File: src/common/obcl_pkg.sv
// Constants, types and decode helpers for the boot configuration loader.
// Assumes one system clock domain and an active-low asynchronous reset.
package obcl_pkg;

    // ==========================================================
    // Configuration byte
    // ==========================================================
    localparam logic [11:0] OB_FLASH_ADDR  = 12'h080;
    localparam int          OB_PULLUP_BIT  = 4;
    localparam int          OB_MODE_BIT    = 3;
    localparam int          OB_SRC_HI_BIT  = 2;
    localparam int          OB_SRC_LO_BIT  = 1;
    localparam int          OB_LOCK_BIT    = 0;
    localparam logic [7:0]  OB_FIXED_MASK  = 8'he0;

    // ==========================================================
    // Register map, byte addresses
    // ==========================================================
    localparam logic [7:0]  REG_CTRL       = 8'h00;
    localparam logic [7:0]  REG_PU3        = 8'h04;
    localparam logic [7:0]  REG_PROT       = 8'h08;
    localparam logic [7:0]  REG_SEC        = 8'h0c;
    localparam logic [7:0]  REG_STAT       = 8'h10;
    localparam logic [7:0]  REG_OPTB       = 8'h80;

    localparam int          CTRL_STOP_BIT  = 0;
    localparam int          CTRL_WDTLS_BIT = 1;
    localparam logic [1:0]  CTRL_RESET     = 2'h2;
    localparam int          PU3_RESET_PORT_PULLUP_BIT_BIT   = 4;
    localparam logic [7:0]  PU3_RESET      = 8'h00;
    localparam int          SEC_NO_BLKERS  = 0;
    localparam int          SEC_NO_CHIPERS = 1;
    localparam int          SEC_NO_WRITE   = 2;
    localparam logic [2:0]  SEC_RESET      = 3'h0;
    localparam logic [15:0] PROT_RESET     = 16'h0000;

    // ==========================================================
    // Flash organisation
    // ==========================================================
    localparam int          ERASE_BLOCK_BYTES = 256;
    localparam int          BLOCKS_PER_KB     = 4;
    localparam int          BLOCK_W           = 4;
    localparam int          PROT_W            = 16;

    typedef enum logic [1:0] {
        OBCL_SRC_BAD,
        OBCL_SRC_EXT,
        OBCL_SRC_HSI
    } obcl_clksrc_t;

    typedef enum logic [1:0] {
        OBCL_OP_BLK_ERASE,
        OBCL_OP_WRITE,
        OBCL_OP_CHIP_ERASE,
        OBCL_OP_NONE
    } obcl_op_t;

    function automatic obcl_clksrc_t obcl_decode_src(input logic [1:0] sel);
        if (sel[1]) begin
            return OBCL_SRC_HSI;
        end else if (sel[0]) begin
            return OBCL_SRC_EXT;
        end
        return OBCL_SRC_BAD;
    endfunction : obcl_decode_src

endpackage : obcl_pkg

File: src/common/obcl_cfg_if.sv
// Carries the latched configuration fields from the loader to the top.
// Assumes both ends sit on the same system clock.
`timescale 1ns/1ps
interface obcl_cfg_if;
    logic                  valid;
    logic [7:0]            raw;
    logic                  pullup_sel;
    logic                  mode_sel;
    obcl_pkg::obcl_clksrc_t src;
    logic                  osc_lock;

    modport loader (output valid, raw, pullup_sel, mode_sel, src, osc_lock);
    modport user   (input  valid, raw, pullup_sel, mode_sel, src, osc_lock);
endinterface : obcl_cfg_if

File: src/design/obcl_loader.sv
// Fetches the configuration byte from flash after reset and latches it.
// Assumes the flash answers a held request with a one-cycle acknowledge.
`timescale 1ns/1ps
module obcl_loader (
    input  wire logic        pclk,
    input  wire logic        presetn,
    input  wire logic        reset_pin_in,
    output logic             flash_rd_req,
    output logic [11:0]      flash_rd_addr,
    input  wire logic        flash_rd_ack,
    input  wire logic [7:0]  flash_rd_data,
    obcl_cfg_if.loader       cfg
);
    typedef enum logic [1:0] {OBCL_LD_IDLE, OBCL_LD_REQ, OBCL_LD_DONE} obcl_ld_t;

    obcl_ld_t   state_q;
    logic [7:0] raw_q;
    logic       valid_q;

    // ==========================================================
    // Fetch sequence
    // ==========================================================
    always_ff @(posedge pclk or negedge presetn) begin
        if (!presetn) begin
            state_q <= OBCL_LD_IDLE;
            valid_q <= 1'b0;
            raw_q   <= 8'h00;
        end else begin
            case (state_q)
                OBCL_LD_IDLE: begin
                    valid_q <= 1'b0;
                    if (reset_pin_in) begin
                        state_q <= OBCL_LD_REQ;
                    end
                end
                OBCL_LD_REQ: begin
                    if (!reset_pin_in) begin
                        state_q <= OBCL_LD_IDLE;
                    end else if (flash_rd_ack) begin
                        raw_q   <= flash_rd_data;
                        valid_q <= 1'b1;
                        state_q <= OBCL_LD_DONE;
                    end
                end
                OBCL_LD_DONE: begin
                    // A reset through the pin starts a fresh fetch when the mode bit selects the reset pin
                    if (raw_q[obcl_pkg::OB_MODE_BIT] && !reset_pin_in) begin
                        valid_q <= 1'b0;
                        state_q <= OBCL_LD_IDLE;
                    end
                end
                default: begin
                    state_q <= OBCL_LD_IDLE;
                    valid_q <= 1'b0;
                end
            endcase
        end
    end

    assign flash_rd_req   = (state_q == OBCL_LD_REQ);
    assign flash_rd_addr  = obcl_pkg::OB_FLASH_ADDR;
    assign cfg.valid      = valid_q;
    assign cfg.raw        = raw_q;
    assign cfg.pullup_sel = raw_q[obcl_pkg::OB_PULLUP_BIT];
    assign cfg.mode_sel   = raw_q[obcl_pkg::OB_MODE_BIT];
    assign cfg.src        = obcl_pkg::obcl_decode_src(raw_q[obcl_pkg::OB_SRC_HI_BIT:obcl_pkg::OB_SRC_LO_BIT]);
    assign cfg.osc_lock   = raw_q[obcl_pkg::OB_LOCK_BIT];
endmodule : obcl_loader

File: src/design/obcl_top.sv
// Boot configuration loader: applies the flash option byte to pins and clocks, and checks
// flash rewrite permissions, with an APB register slave.
// Assumes the flash, oscillators and ports are outside and act on its outputs.
//
// Decided for this implementation: the APB slave port.
`timescale 1ns/1ps
module obcl_top #(
    parameter int FLASH_KB = 4
) (
    input  wire logic        pclk,
    input  wire logic        presetn,
    input  wire logic [7:0]  paddr,
    input  wire logic        psel,
    input  wire logic        penable,
    input  wire logic        pwrite,
    input  wire logic [31:0] pwdata,
    output logic [31:0]      prdata,
    output logic             pready,
    output logic             pslverr,
    output logic             flash_rd_req,
    output logic [11:0]      flash_rd_addr,
    input  wire logic        flash_rd_ack,
    input  wire logic [7:0]  flash_rd_data,
    input  wire logic        reset_pin_in,
    input  wire logic        halt_mode,
    input  wire logic        stop_mode,
    input  wire logic        op_valid,
    input  wire logic [1:0]  op_cmd,
    input  wire logic        op_from_programmer,
    input  wire logic [3:0]  op_block,
    output logic             core_reset_n,
    output logic             reset_pin_pullup_en,
    output logic             reset_shared_input_port,
    output logic             ext_clock_sel,
    output logic             clock_shared_io_en,
    output logic             lowspeed_osc_run,
    output logic             wdt_clk_en,
    output logic             wdt_clk_forced_ls,
    output logic             timer_clk_en,
    output logic             op_grant,
    output logic             op_deny,
    output logic             op_erase_all,
    output logic             op_write_block
);
    localparam int NUM_BLOCKS = FLASH_KB * obcl_pkg::BLOCKS_PER_KB;

    obcl_cfg_if cfg ();

    logic              ld_req;
    logic [11:0]       ld_addr;
    logic [1:0]        ctrl_q;
    logic [7:0]        pu3_q;
    logic [15:0]       prot_q;
    logic [2:0]        sec_q;
    logic              pready_q;
    logic              pslverr_q;
    logic [31:0]       prdata_q;
    logic              core_reset_n_q;
    logic              pullup_q;
    logic              port_q;
    logic              ext_clk_q;
    logic              io_en_q;
    logic              osc_run_q;
    logic              wdt_en_q;
    logic              wdt_ls_q;
    logic              timer_q;
    logic              grant_q;
    logic              deny_q;
    logic              erase_all_q;
    logic              write_block_q;
    logic              apb_done;
    logic              mapped;
    logic [31:0]       rd_mux;
    logic              osc_run_d;
    logic              op_ok;

    obcl_loader u_loader (
        .pclk          (pclk),
        .presetn       (presetn),
        .reset_pin_in  (reset_pin_in),
        .flash_rd_req  (ld_req),
        .flash_rd_addr (ld_addr),
        .flash_rd_ack  (flash_rd_ack),
        .flash_rd_data (flash_rd_data),
        .cfg           (cfg)
    );

    // Flash request is held until acknowledged or the pin drops, so it is passed on as is
    assign flash_rd_req  = ld_req;
    assign flash_rd_addr = ld_addr;

    // ==========================================================
    // APB slave
    // ==========================================================
    // One wait state keeps prdata and pready straight from flops
    assign apb_done = psel && penable && pready_q;

    always_comb begin
        mapped = 1'b1;
        rd_mux = 32'h0000_0000;
        case (paddr)
            obcl_pkg::REG_CTRL: rd_mux = {30'h0, ctrl_q};
            obcl_pkg::REG_PU3:  rd_mux = {24'h0, pu3_q};
            obcl_pkg::REG_PROT: rd_mux = {16'h0, prot_q};
            obcl_pkg::REG_SEC:  rd_mux = {29'h0, sec_q};
            obcl_pkg::REG_STAT: rd_mux = {16'h0, 8'(NUM_BLOCKS), 3'h0,
                                          ((cfg.raw & obcl_pkg::OB_FIXED_MASK) != obcl_pkg::OB_FIXED_MASK),
                                          (cfg.src == obcl_pkg::OBCL_SRC_BAD), osc_run_q,
                                          reset_pin_in, cfg.valid};
            obcl_pkg::REG_OPTB: rd_mux = {24'h0, cfg.raw};
            default:            mapped = 1'b0;
        endcase
    end

    always_ff @(posedge pclk or negedge presetn) begin
        if (!presetn) begin
            pready_q  <= 1'b0;
            pslverr_q <= 1'b0;
            prdata_q  <= 32'h0000_0000;
        end else begin
            pready_q  <= psel && penable && !pready_q;
            pslverr_q <= psel && penable && !pready_q && !mapped;
            prdata_q  <= (psel && penable && !pready_q && !pwrite) ? rd_mux : 32'h0000_0000;
        end
    end

    always_ff @(posedge pclk or negedge presetn) begin
        if (!presetn) begin
            ctrl_q <= obcl_pkg::CTRL_RESET;
            pu3_q  <= obcl_pkg::PU3_RESET;
            prot_q <= obcl_pkg::PROT_RESET;
            sec_q  <= obcl_pkg::SEC_RESET;
        end else if (apb_done && pwrite) begin
            case (paddr)
                obcl_pkg::REG_CTRL: ctrl_q <= pwdata[1:0];
                obcl_pkg::REG_PU3:  pu3_q  <= pwdata[7:0];
                obcl_pkg::REG_PROT: prot_q <= pwdata[15:0];
                obcl_pkg::REG_SEC:  sec_q  <= pwdata[2:0];
                default: ;
            endcase
        end
    end

    // ==========================================================
    // Reset pin, clock pin and core reset
    // ==========================================================
    always_ff @(posedge pclk or negedge presetn) begin
        if (!presetn) begin
            core_reset_n_q <= 1'b0;
            pullup_q       <= 1'b0;
            port_q         <= 1'b0;
            ext_clk_q      <= 1'b0;
            io_en_q        <= 1'b0;
        end else begin
            core_reset_n_q <= cfg.valid;
            if (cfg.mode_sel) begin
                pullup_q <= cfg.pullup_sel;
            end else begin
                pullup_q <= pu3_q[obcl_pkg::PU3_RESET_PORT_PULLUP_BIT_BIT];
            end
            // Port read stays zero while the pin is a reset input
            port_q    <= cfg.valid && !cfg.mode_sel && reset_pin_in;
            // A prohibited select falls back to the internal oscillator
            ext_clk_q <= cfg.valid && (cfg.src == obcl_pkg::OBCL_SRC_EXT);
            io_en_q   <= cfg.valid && (cfg.src != obcl_pkg::OBCL_SRC_EXT);
        end
    end

    // ==========================================================
    // Low-speed oscillator, watchdog and interval timer clocks
    // ==========================================================
    assign osc_run_d = cfg.osc_lock || !ctrl_q[obcl_pkg::CTRL_STOP_BIT];

    always_ff @(posedge pclk or negedge presetn) begin
        if (!presetn) begin
            osc_run_q <= 1'b1;
            wdt_en_q  <= 1'b0;
            wdt_ls_q  <= 1'b0;
            timer_q   <= 1'b0;
        end else begin
            osc_run_q <= osc_run_d;
            wdt_ls_q  <= cfg.osc_lock;
            if (cfg.osc_lock) begin
                wdt_en_q <= 1'b1;
            end else begin
                wdt_en_q <= ctrl_q[obcl_pkg::CTRL_WDTLS_BIT] && !halt_mode && !stop_mode
                            && osc_run_d;
            end
            // STOP mode does not gate the interval timer
            timer_q <= osc_run_d;
        end
    end

    // ==========================================================
    // Flash rewrite permission
    // ==========================================================
    always_comb begin
        op_ok = 1'b0;
        case (obcl_pkg::obcl_op_t'(op_cmd))
            obcl_pkg::OBCL_OP_BLK_ERASE: begin
                // Smallest erase is one whole block
                op_ok = (int'(op_block) < NUM_BLOCKS) && (op_from_programmer ? !sec_q[obcl_pkg::SEC_NO_BLKERS]
                        : !prot_q[op_block]);
            end
            obcl_pkg::OBCL_OP_WRITE: begin
                op_ok = (int'(op_block) < NUM_BLOCKS) && (op_from_programmer ? !sec_q[obcl_pkg::SEC_NO_WRITE]
                        : !prot_q[op_block]);
            end
            obcl_pkg::OBCL_OP_CHIP_ERASE: begin
                op_ok = op_from_programmer && !sec_q[obcl_pkg::SEC_NO_CHIPERS];
            end
            default: op_ok = 1'b0;
        endcase
    end

    always_ff @(posedge pclk or negedge presetn) begin
        if (!presetn) begin
            grant_q       <= 1'b0;
            deny_q        <= 1'b0;
            erase_all_q   <= 1'b0;
            write_block_q <= 1'b0;
        end else begin
            grant_q     <= op_valid && core_reset_n_q && op_ok;
            deny_q      <= op_valid && !(core_reset_n_q && op_ok);
            erase_all_q <= op_valid && core_reset_n_q && op_ok && (op_cmd == 2'(obcl_pkg::OBCL_OP_CHIP_ERASE));
            if (op_valid) begin
                write_block_q <= op_from_programmer;
            end
        end
    end

    assign prdata                  = prdata_q;
    assign pready                  = pready_q;
    assign pslverr                 = pslverr_q;
    assign core_reset_n            = core_reset_n_q;
    assign reset_pin_pullup_en     = pullup_q;
    assign reset_shared_input_port = port_q;
    assign ext_clock_sel           = ext_clk_q;
    assign clock_shared_io_en      = io_en_q;
    assign lowspeed_osc_run        = osc_run_q;
    assign wdt_clk_en              = wdt_en_q;
    assign wdt_clk_forced_ls       = wdt_ls_q;
    assign timer_clk_en            = timer_q;
    assign op_grant                = grant_q;
    assign op_deny                 = deny_q;
    assign op_erase_all            = erase_all_q;
    assign op_write_block          = write_block_q;
endmodule : obcl_top

File: config.mk
export PLATFORM = sky130hd
export DESIGN_NAME = obcl_top
export DESIGN_NICKNAME = d
export VERILOG_FILES = /design/src/common/obcl_pkg.sv /design/src/common/obcl_cfg_if.sv /design/src/design/obcl_loader.sv /design/src/design/obcl_top.sv
export SDC_FILE = /design/constraint.sdc
export NUM_CORES = 1
export LEC_CHECK = 0
export BUFFER_PORTS_ARGS = -buffer_cell sky130_fd_sc_hd__buf_2
export CAP_MARGIN = 5
export CORE_MARGIN = 1.5
export CORE_UTILIZATION = 53
export DETAILED_ROUTE_END_ITERATION = 16
export MAX_ROUTING_LAYER = met4
export PLACE_DENSITY = 0.84
export SETUP_SLACK_MARGIN = 0.3
export SYNTH_ARGS = -nofsm -noshare
export SYNTH_HDL_FRONTEND = slang
export SYNTH_HIERARCHICAL = 1
export SYNTH_SLANG_ARGS = --single-unit
File: constraint.sdc
create_clock -name pclk -period 3.4 [get_ports pclk]
set_input_delay 0.34 -clock pclk [delete_from_list [all_inputs] [get_ports pclk]]
set_output_delay 0.34 -clock pclk [all_outputs]
set_load 0.02 [all_outputs]
==> metrics.md, run 1 <==
| Metric | Value |
|---|---|
| DP Cell Count | `412` |
| Wire length per cell | `16.0 um` |
| Core ar. | `0.00603 mm^2` |
| Max H-tree Level | `3` |
| Die Span Y | `82.8 um` |
| Leakage | `2.02 nW` |
| Worst hold start | `op_cmd[0]` |
| Met1 usage | `27.3%` |
| Critical Path Fanout Max | `16` |
| Boundary Pins | `125` |
| CP required | `3.63 ns` |
| Die Span X | `82.8 um` |
| First drt pass iteration count | `4` |
| Placement Cell Area | `0.00371 mm^2` |
| Period Utilization, post-route | `60.8%` |
| TritonCTS clock tree | `built` |
| Worst setup path startpoint | `paddr[6]` |
| Top cells by area, synth | `dfrtp_1 (51%), mux2_2 (12%), buf_4 (6.9%), mux2_4 (4.4%), a22oi_1 (1.8%)` |
| Worst Path Class, Setup | `in -> reg` |
| Layout Nets | `414` |
| Share of layout cells above drive strength 1 | `43.6%` |
| Initial antenna violation count | `0` |
| Slew Limit Fails | `0` |
| Peak supply drop | `0.364 mV` |
| FF+latch count, synth | `71` |
| GRT Overall Usage | `22.3%` |
| CP arrival | `2.29 ns` |
| Final HPWL DP | `5100 um` |
| RSZ-0062 raised after global routing | `false` |
| Largest net degree at the start of global routing | `33` |
| Syn-to-layout area delta | `15.6%` |
| Via-to-Cell Ratio | `5.27` |
| Final Cell Area | `0.00390 mm^2` |
| Mean post-synth cell area | `12.6 um^2` |
| Yosys top cell by area | `dfrtp_1` |
| Cell Pwr Density | `479 mW/mm^2` |
| Gr ovfl total | `0` |
| Sum Neg Setup Slack | `0 ns` |
| Port buffer count | `80` |
| FF-to-FF setup slack | `1.81 ns` |
| CTS-repair resized insts | `0` |
| Netlist cell types | `48` |
| CTS buffer count | `9` |
| Hold_ws | `0.192 ns` |
| Type of origin of the critical path | `input pin` |
| CTS max path bufs | `2` |
| Run status | `complete, no violations` |
| Top-area cell type share of the netlist area | `51.2%` |
| CP endpoint kind | `flop` |
| TritonCTS sink count | `71` |
| Mapped cell area | `0.00337 mm^2` |
| Final Hold Violating Endpoints | `0` |
| Slew HR | `51.6%` |
| GR peak layer | `met2` |
| Hold Crit Class | `in -> reg` |
| Drc violations | `0` |
| Clk Latency, worst-skew pair | `0.34 ns` |
| Vias in the first global route | `2250` |
| First-pass GRT wire length | `10600 um` |
| Postcts setup bufs | `0` |
| Post-synth EDFFs | `0` |
| Reg-to-Reg Start | `prot_q[4]` |
| GR Layer Usage met2 | `34.8%` |
| Diode count | `0` |
| Worst-path clk slew | `0.07 ns` |
| Max-Cap Viols | `0` |
| Drt total wl | `6850 um` |
| Worst-Margin Slew | `0.720 ns` |
| Routed vias | `2255` |
| FFs w/ async S/R, synth | `100%` |
| Synthesized instance count | `268` |
| Die area | `0.00686 mm^2` |
| Root Driver | `clkbuf_8` |
| DRT iter0 DRCs | `163` |
| DRT antenna net count | `0` |
| Worst Clk Skew | `0.00801 ns` |
| Post-Layout Cell Count | `428` |
| Top FF cell, synth | `dfrtp_1` |
| Final number of setup-violating endpoints | `0` |
| Row cnt | `28` |
| Ys Warns | `6` |
| Period minus WS final | `2.07 ns` |
| Fmax | `0.484 GHz` |
| GPL Wtd Cong | `0.802` |
| GR Layer Usage met3 | `7.65%` |
| Initial Utilization | `56.0%` |
| Post-synthesis sequential area ratio | `52.7%` |
## kinds of logic (layout without fill, tap and decap cells)
family | after synthesis | count (layout) | share of synthesized area, %
other cells | 3 | 28 | 0.334
simple gates | 66 | 66 | 12.8
compound gates | 35 | 35 | 7.53
flops | 71 | 71 | 52.7
buf+inv | 44 | 104 | 8.60
mux | 49 | 49 | 18.1
## final timing paths
| check | end | cells past startpoint |
|---|---|---|
| max | prot_q[9] | 5 |
| min | op_erase_all | 2 |
| max reg2reg | op_erase_all | 4 |
| min reg2reg | wdt_clk_forced_ls | 0 |
| max in group asynchronous | pu3_q[6] | 3 |
| min in group asynchronous | prot_q[15] | 2 |
## per-stage QoR
step | power (W) | util (%) | setup WS [ns]
2_1_floorplan | 0.00119 | - | 1.29
3_3_place_gp | 0.00124 | 61.6 | 1.04
3_5_place_dp | 0.00125 | 61.6 | 1.00
4_1_cts | 0.00189 | 64.8 | 1.37
5_1_grt | 0.00196 | 64.8 | 1.23
6_report | 0.00187 | 64.8 | 1.33
## registers in the layout, indices dropped and copies added (netlist names)
register                 count
prdata                      16
u_loader/cfg.valid           1
prot_q                      16
core_reset_n                 1
op_deny                      1
u_loader/cfg.raw             8
op_erase_all                 1
sec_q                        3
op_grant                     1
pready                       1
reset_pin_pullup_en          1
ext_clock_sel                1
lowspeed_osc_run             1
u_loader/state_q             2
timer_clk_en                 1
wdt_clk_forced_ls            1
pslverr                      1
pu3_q                        8
op_write_block               1
reset_shared_input_port      1
wdt_clk_en                   1
ctrl_q                       2
clock_shared_io_en           1
## Yosys cell counts, types with 2 or more instances
library cell / number
nand3_1: 2
nor2b_1: 6
mux2i_1: 2
and3_1: 2
dfstp_2: 2
nor4b_1: 3
nand3b_1: 3
o2bb2ai_1: 3
dfrtp_1: 69
mux2_4: 10
and2_1: 8
nor3b_1: 2
nor3_1: 2
or2_2: 3
mux4_2: 2
clkbuf_1: 6
inv_1: 5
nand2b_1: 3
o221ai_1: 2
buf_4: 31
a22oi_1: 8
conb_1: 3
o21ai_0: 2
nand2_1: 10
a21oi_1: 8
nor4_1: 2
and4_1: 2
a211o_1: 2
a22o_1: 4
nor2_1: 9
mux2_2: 35
## report_power, final
group,leakage (nW),switching [W],internal (W)
combinational,0.987,0.000154,0.000112
sequential,0.948,0.0000588,0.000914
clock,0.0892,0.000296,0.000333
total,2.02,0.000509,0.00136
## cell usage in the layout, fill, tap and decap left out, types with 3 or more instances in the layout
cell type,instances
dfrtp_1,69
nand3b_1,3
inv_1,5
conb_1,28
nand2b_1,3
buf_4,3
a21oi_1,8
mux2_2,35
nor2b_1,6
nor4b_1,3
and2_1,8
clkbuf_8,9
buf_2,80
nand2_1,10
a22o_1,4
a22oi_1,8
mux2_4,10
nor2_1,9
o2bb2ai_1,3
or2_2,3
## layer usage
| layer | wire length (um) | share of wire [%] | vias up |
|---|---|---|---|
| li1 | - | - | 1047 |
| met1 | 3000 | 44 | 1095 |
| met2 | 3170 | 46 | 100 |
| met3 | 588 | 8.6 | 13 |
| met4 | 93 | 1.4 | 0 |
| met5 | 0 | 0 | - |
## area by class of cell
class,count,area [um^2]
fillers,488,2120
flip-flops and latches,71,1780
multi-input cells,178,1400
repair buffers,84,433
clock buffers,11,131
well taps,75,93.8
clock inverters,4,47.5
inverters,5,18.8
## worst max-delay path: stages
cell and delay, ns:
buf_2 0.11, or4_1 0.65, nor4b_4 0.52, nand2_4 0.30, mux2_4 0.37
## timing repair
action,in CTS,in global routing
endpoints found under the setup margin,0,0
endpoints found under the hold margin,18,0
hold buffers,1,0
(Power assumes the default switching activity.)
==> inputs of run 2 (changes only) <==
--- a/config.mk
+++ b/config.mk
@@ -8,10 +8,10 @@
 export BUFFER_PORTS_ARGS = -buffer_cell sky130_fd_sc_hd__buf_2
 export CAP_MARGIN = 5
 export CORE_MARGIN = 1.5
-export CORE_UTILIZATION = 53
+export CORE_UTILIZATION = 49
 export DETAILED_ROUTE_END_ITERATION = 16
 export MAX_ROUTING_LAYER = met4
-export PLACE_DENSITY = 0.84
+export PLACE_DENSITY = 0.78
 export SETUP_SLACK_MARGIN = 0.3
 export SYNTH_ARGS = -nofsm -noshare
 export SYNTH_HDL_FRONTEND = slang
==> constraint.sdc (replaced) <==
create_clock -name pclk -period 2.1 [get_ports pclk]
set_input_delay 0.21 -clock pclk [delete_from_list [all_inputs] [get_ports pclk]]
set_output_delay 0.21 -clock pclk [all_outputs]
set_load 0.02 [all_outputs]
==> run 2 against run 1 <==
Clock power grew 110%. Flip-flop and latch count is the same. Design area grew 3.2%. Register-to-register slack lost 1.3 ns. Clock-buffer cell count is the same. Final cell count grew 2.8%. Clock skew grew 0.0021 ns.
==> metrics.md, run 2 (synthesis gave the netlist of run 1 again) <==
| Metric | Value |
|---|---|
| Hold Crit Class | `in -> reg` |
| Die Span X | `86.0 um` |
| Worst-path clk slew | `0.07 ns` |
| TritonCTS clock tree | `built` |
| Commonest non-fill, non-tap cell in the layout | `buf_2` |
| Initial Utilization | `50.2%` |
| Die area | `0.00739 mm^2` |
| Layout Nets | `420` |
| Boundary Pins | `125` |
| Period Utilization, post-route | `76.0%` |
| GPL Wtd Cong | `0.802` |
| Share of layout cells above drive strength 1 | `45.0%` |
| Clk Latency, worst-skew pair | `0.35 ns` |
| Top delay family on crit path | `simple AND/OR/NAND/NOR gates` |
| Worst-Margin Slew | `0.588 ns` |
| Wire length per cell | `15.5 um` |
| CP endpoint kind | `flop` |
| Final Hold Violating Endpoints | `0` |
| Peak supply drop | `0.575 mV` |
| Drc violations | `0` |
| Core ar. | `0.00672 mm^2` |
| Port buffer count | `80` |
| CTS buffer count | `9` |
| Reg-to-Reg Start | `prot_q[12]` |
| First-pass GRT wire length | `10900 um` |
| Slowest cell on the critical path | `or4_4` |
| Gr ovfl total | `0` |
| First drt pass iteration count | `4` |
| Worst setup path startpoint | `paddr[6]` |
| Initial antenna violation count | `0` |
| Routed vias | `2258` |
| GRT Overall Usage | `20.3%` |
| CTS max path bufs | `2` |
| Cell Pwr Density | `825 mW/mm^2` |
| Critical Path Fanout Max | `16` |
| Critical-path cell list | `buf_2 -> or4_4 -> nor4b_4 -> nand2_4 -> mux2_4` |
| RSZ-0062 raised after global routing | `false` |
| Worst Clk Skew | `0.0101 ns` |
| Run status | `complete, no violations` |
| Buf/Inv on CP | `1` |
| Diode count | `0` |
| Final HPWL DP | `5000 um` |
| Worst Path Class, Setup | `in -> reg` |
| Fmax | `0.627 GHz` |
| Via-to-Cell Ratio | `5.13` |
| Drt total wl | `6800 um` |
| Max-Cap Viols | `0` |
| Most frequent cells in the layout | `buf_2 (80), dfrtp_1 (69), mux2_2 (35)` |
| DRT iter0 DRCs | `123` |
| DRT antenna net count | `0` |
| Period minus WS final | `1.60 ns` |
| TritonCTS sink count | `71` |
| Largest net degree at the start of global routing | `31` |
| CP peak stage delay | `0.58 ns` |
| CTS-repair resized insts | `0` |
| Type of origin of the critical path | `input pin` |
| Sum Neg Setup Slack | `0 ns` |
| Final number of setup-violating endpoints | `0` |
| Die Span Y | `86.0 um` |
| Slew HR | `60.8%` |
| Slew Limit Fails | `0` |
| Power Total | `0.00332 W` |
| Leakage | `2.09 nW` |
| CP required | `2.34 ns` |
| Root Driver | `clkbuf_8` |
| Row cnt | `30` |
| Syn-to-layout area delta | `19.4%` |
| Vias in the first global route | `2199` |
| CP arrival | `1.84 ns` |
| Worst hold start | `op_cmd[0]` |
| Max H-tree Level | `3` |
-- run 2: cell types whose count changed in the layout (fill, tap and decap cells not counted) --
cell / delta
clkinv_2: -2
clkinv_4: +1
or4_4: +1
or4_1: -1
buf_4: +5
buf_12: +1
bufinv_16: +2
-- run 2: metal layers --
| metal | wire [um] | track usage (%) |
|---|---|---|
| met1 | 3080 | 26.9 |
| met3 | 414 | 4.72 |
| met5 | 0 | - |
| met2 | 3210 | 30.4 |
| met4 | 101 | 7.92 |
-- run 2: layout make-up --
type	count	area, um^2
fillers	574	2690
flip-flops and latches	71	1780
multi-input cells	178	1400
repair buffers	90	490
clock buffers	11	131
clock inverters	5	106
well taps	80	100
inverters	5	18.8
-- run 2: metrics by stage --
stage	hold slack [ns]	cell area, um^2	worst slack, ns	util (%)	instances
6_report	0.0700	4030	0.504	60.0	440
5_1_grt	0.0568	4030	0.423	60.0	440
4_1_cts	0.0523	4030	0.494	60.0	440
3_5_place_dp	0.250	3780	0.145	56.3	423
3_3_place_gp	0.250	3780	0.161	56.3	423
2_1_floorplan	-0.0856	3480	0.122	-	293
-- run 2: timing repair --
item / 4_1_cts / 5_1_grt
hold buffers: 1 / 0
hold endpoints to repair: 21 / 0
buffers inserted: 0 / 0
-- run 2: worst paths after layout --
| check | to | slack (ns) | depth (start not counted) |
|---|---|---|---|
| setup / recovery | prot_q[14] | 0.50 | 5 |
| setup reg to reg | op_erase_all | 0.51 | 4 |
| min in group asynchronous | pu3_q[0] | 0.40 | 2 |
| hold reg to reg | wdt_clk_forced_ls | 0.48 | 0 |
| hold / removal | op_erase_all | 0.07 | 2 |
| max in group asynchronous | op_erase_all | 1.06 | 3 |
-- run 2: power by group --
part	switching [W]	leakage, nW	internal (W)
registers	0.0000945	0.948	0.00148
logic	0.000251	1.03	0.000186
clock network	0.000519	0.114	0.000792
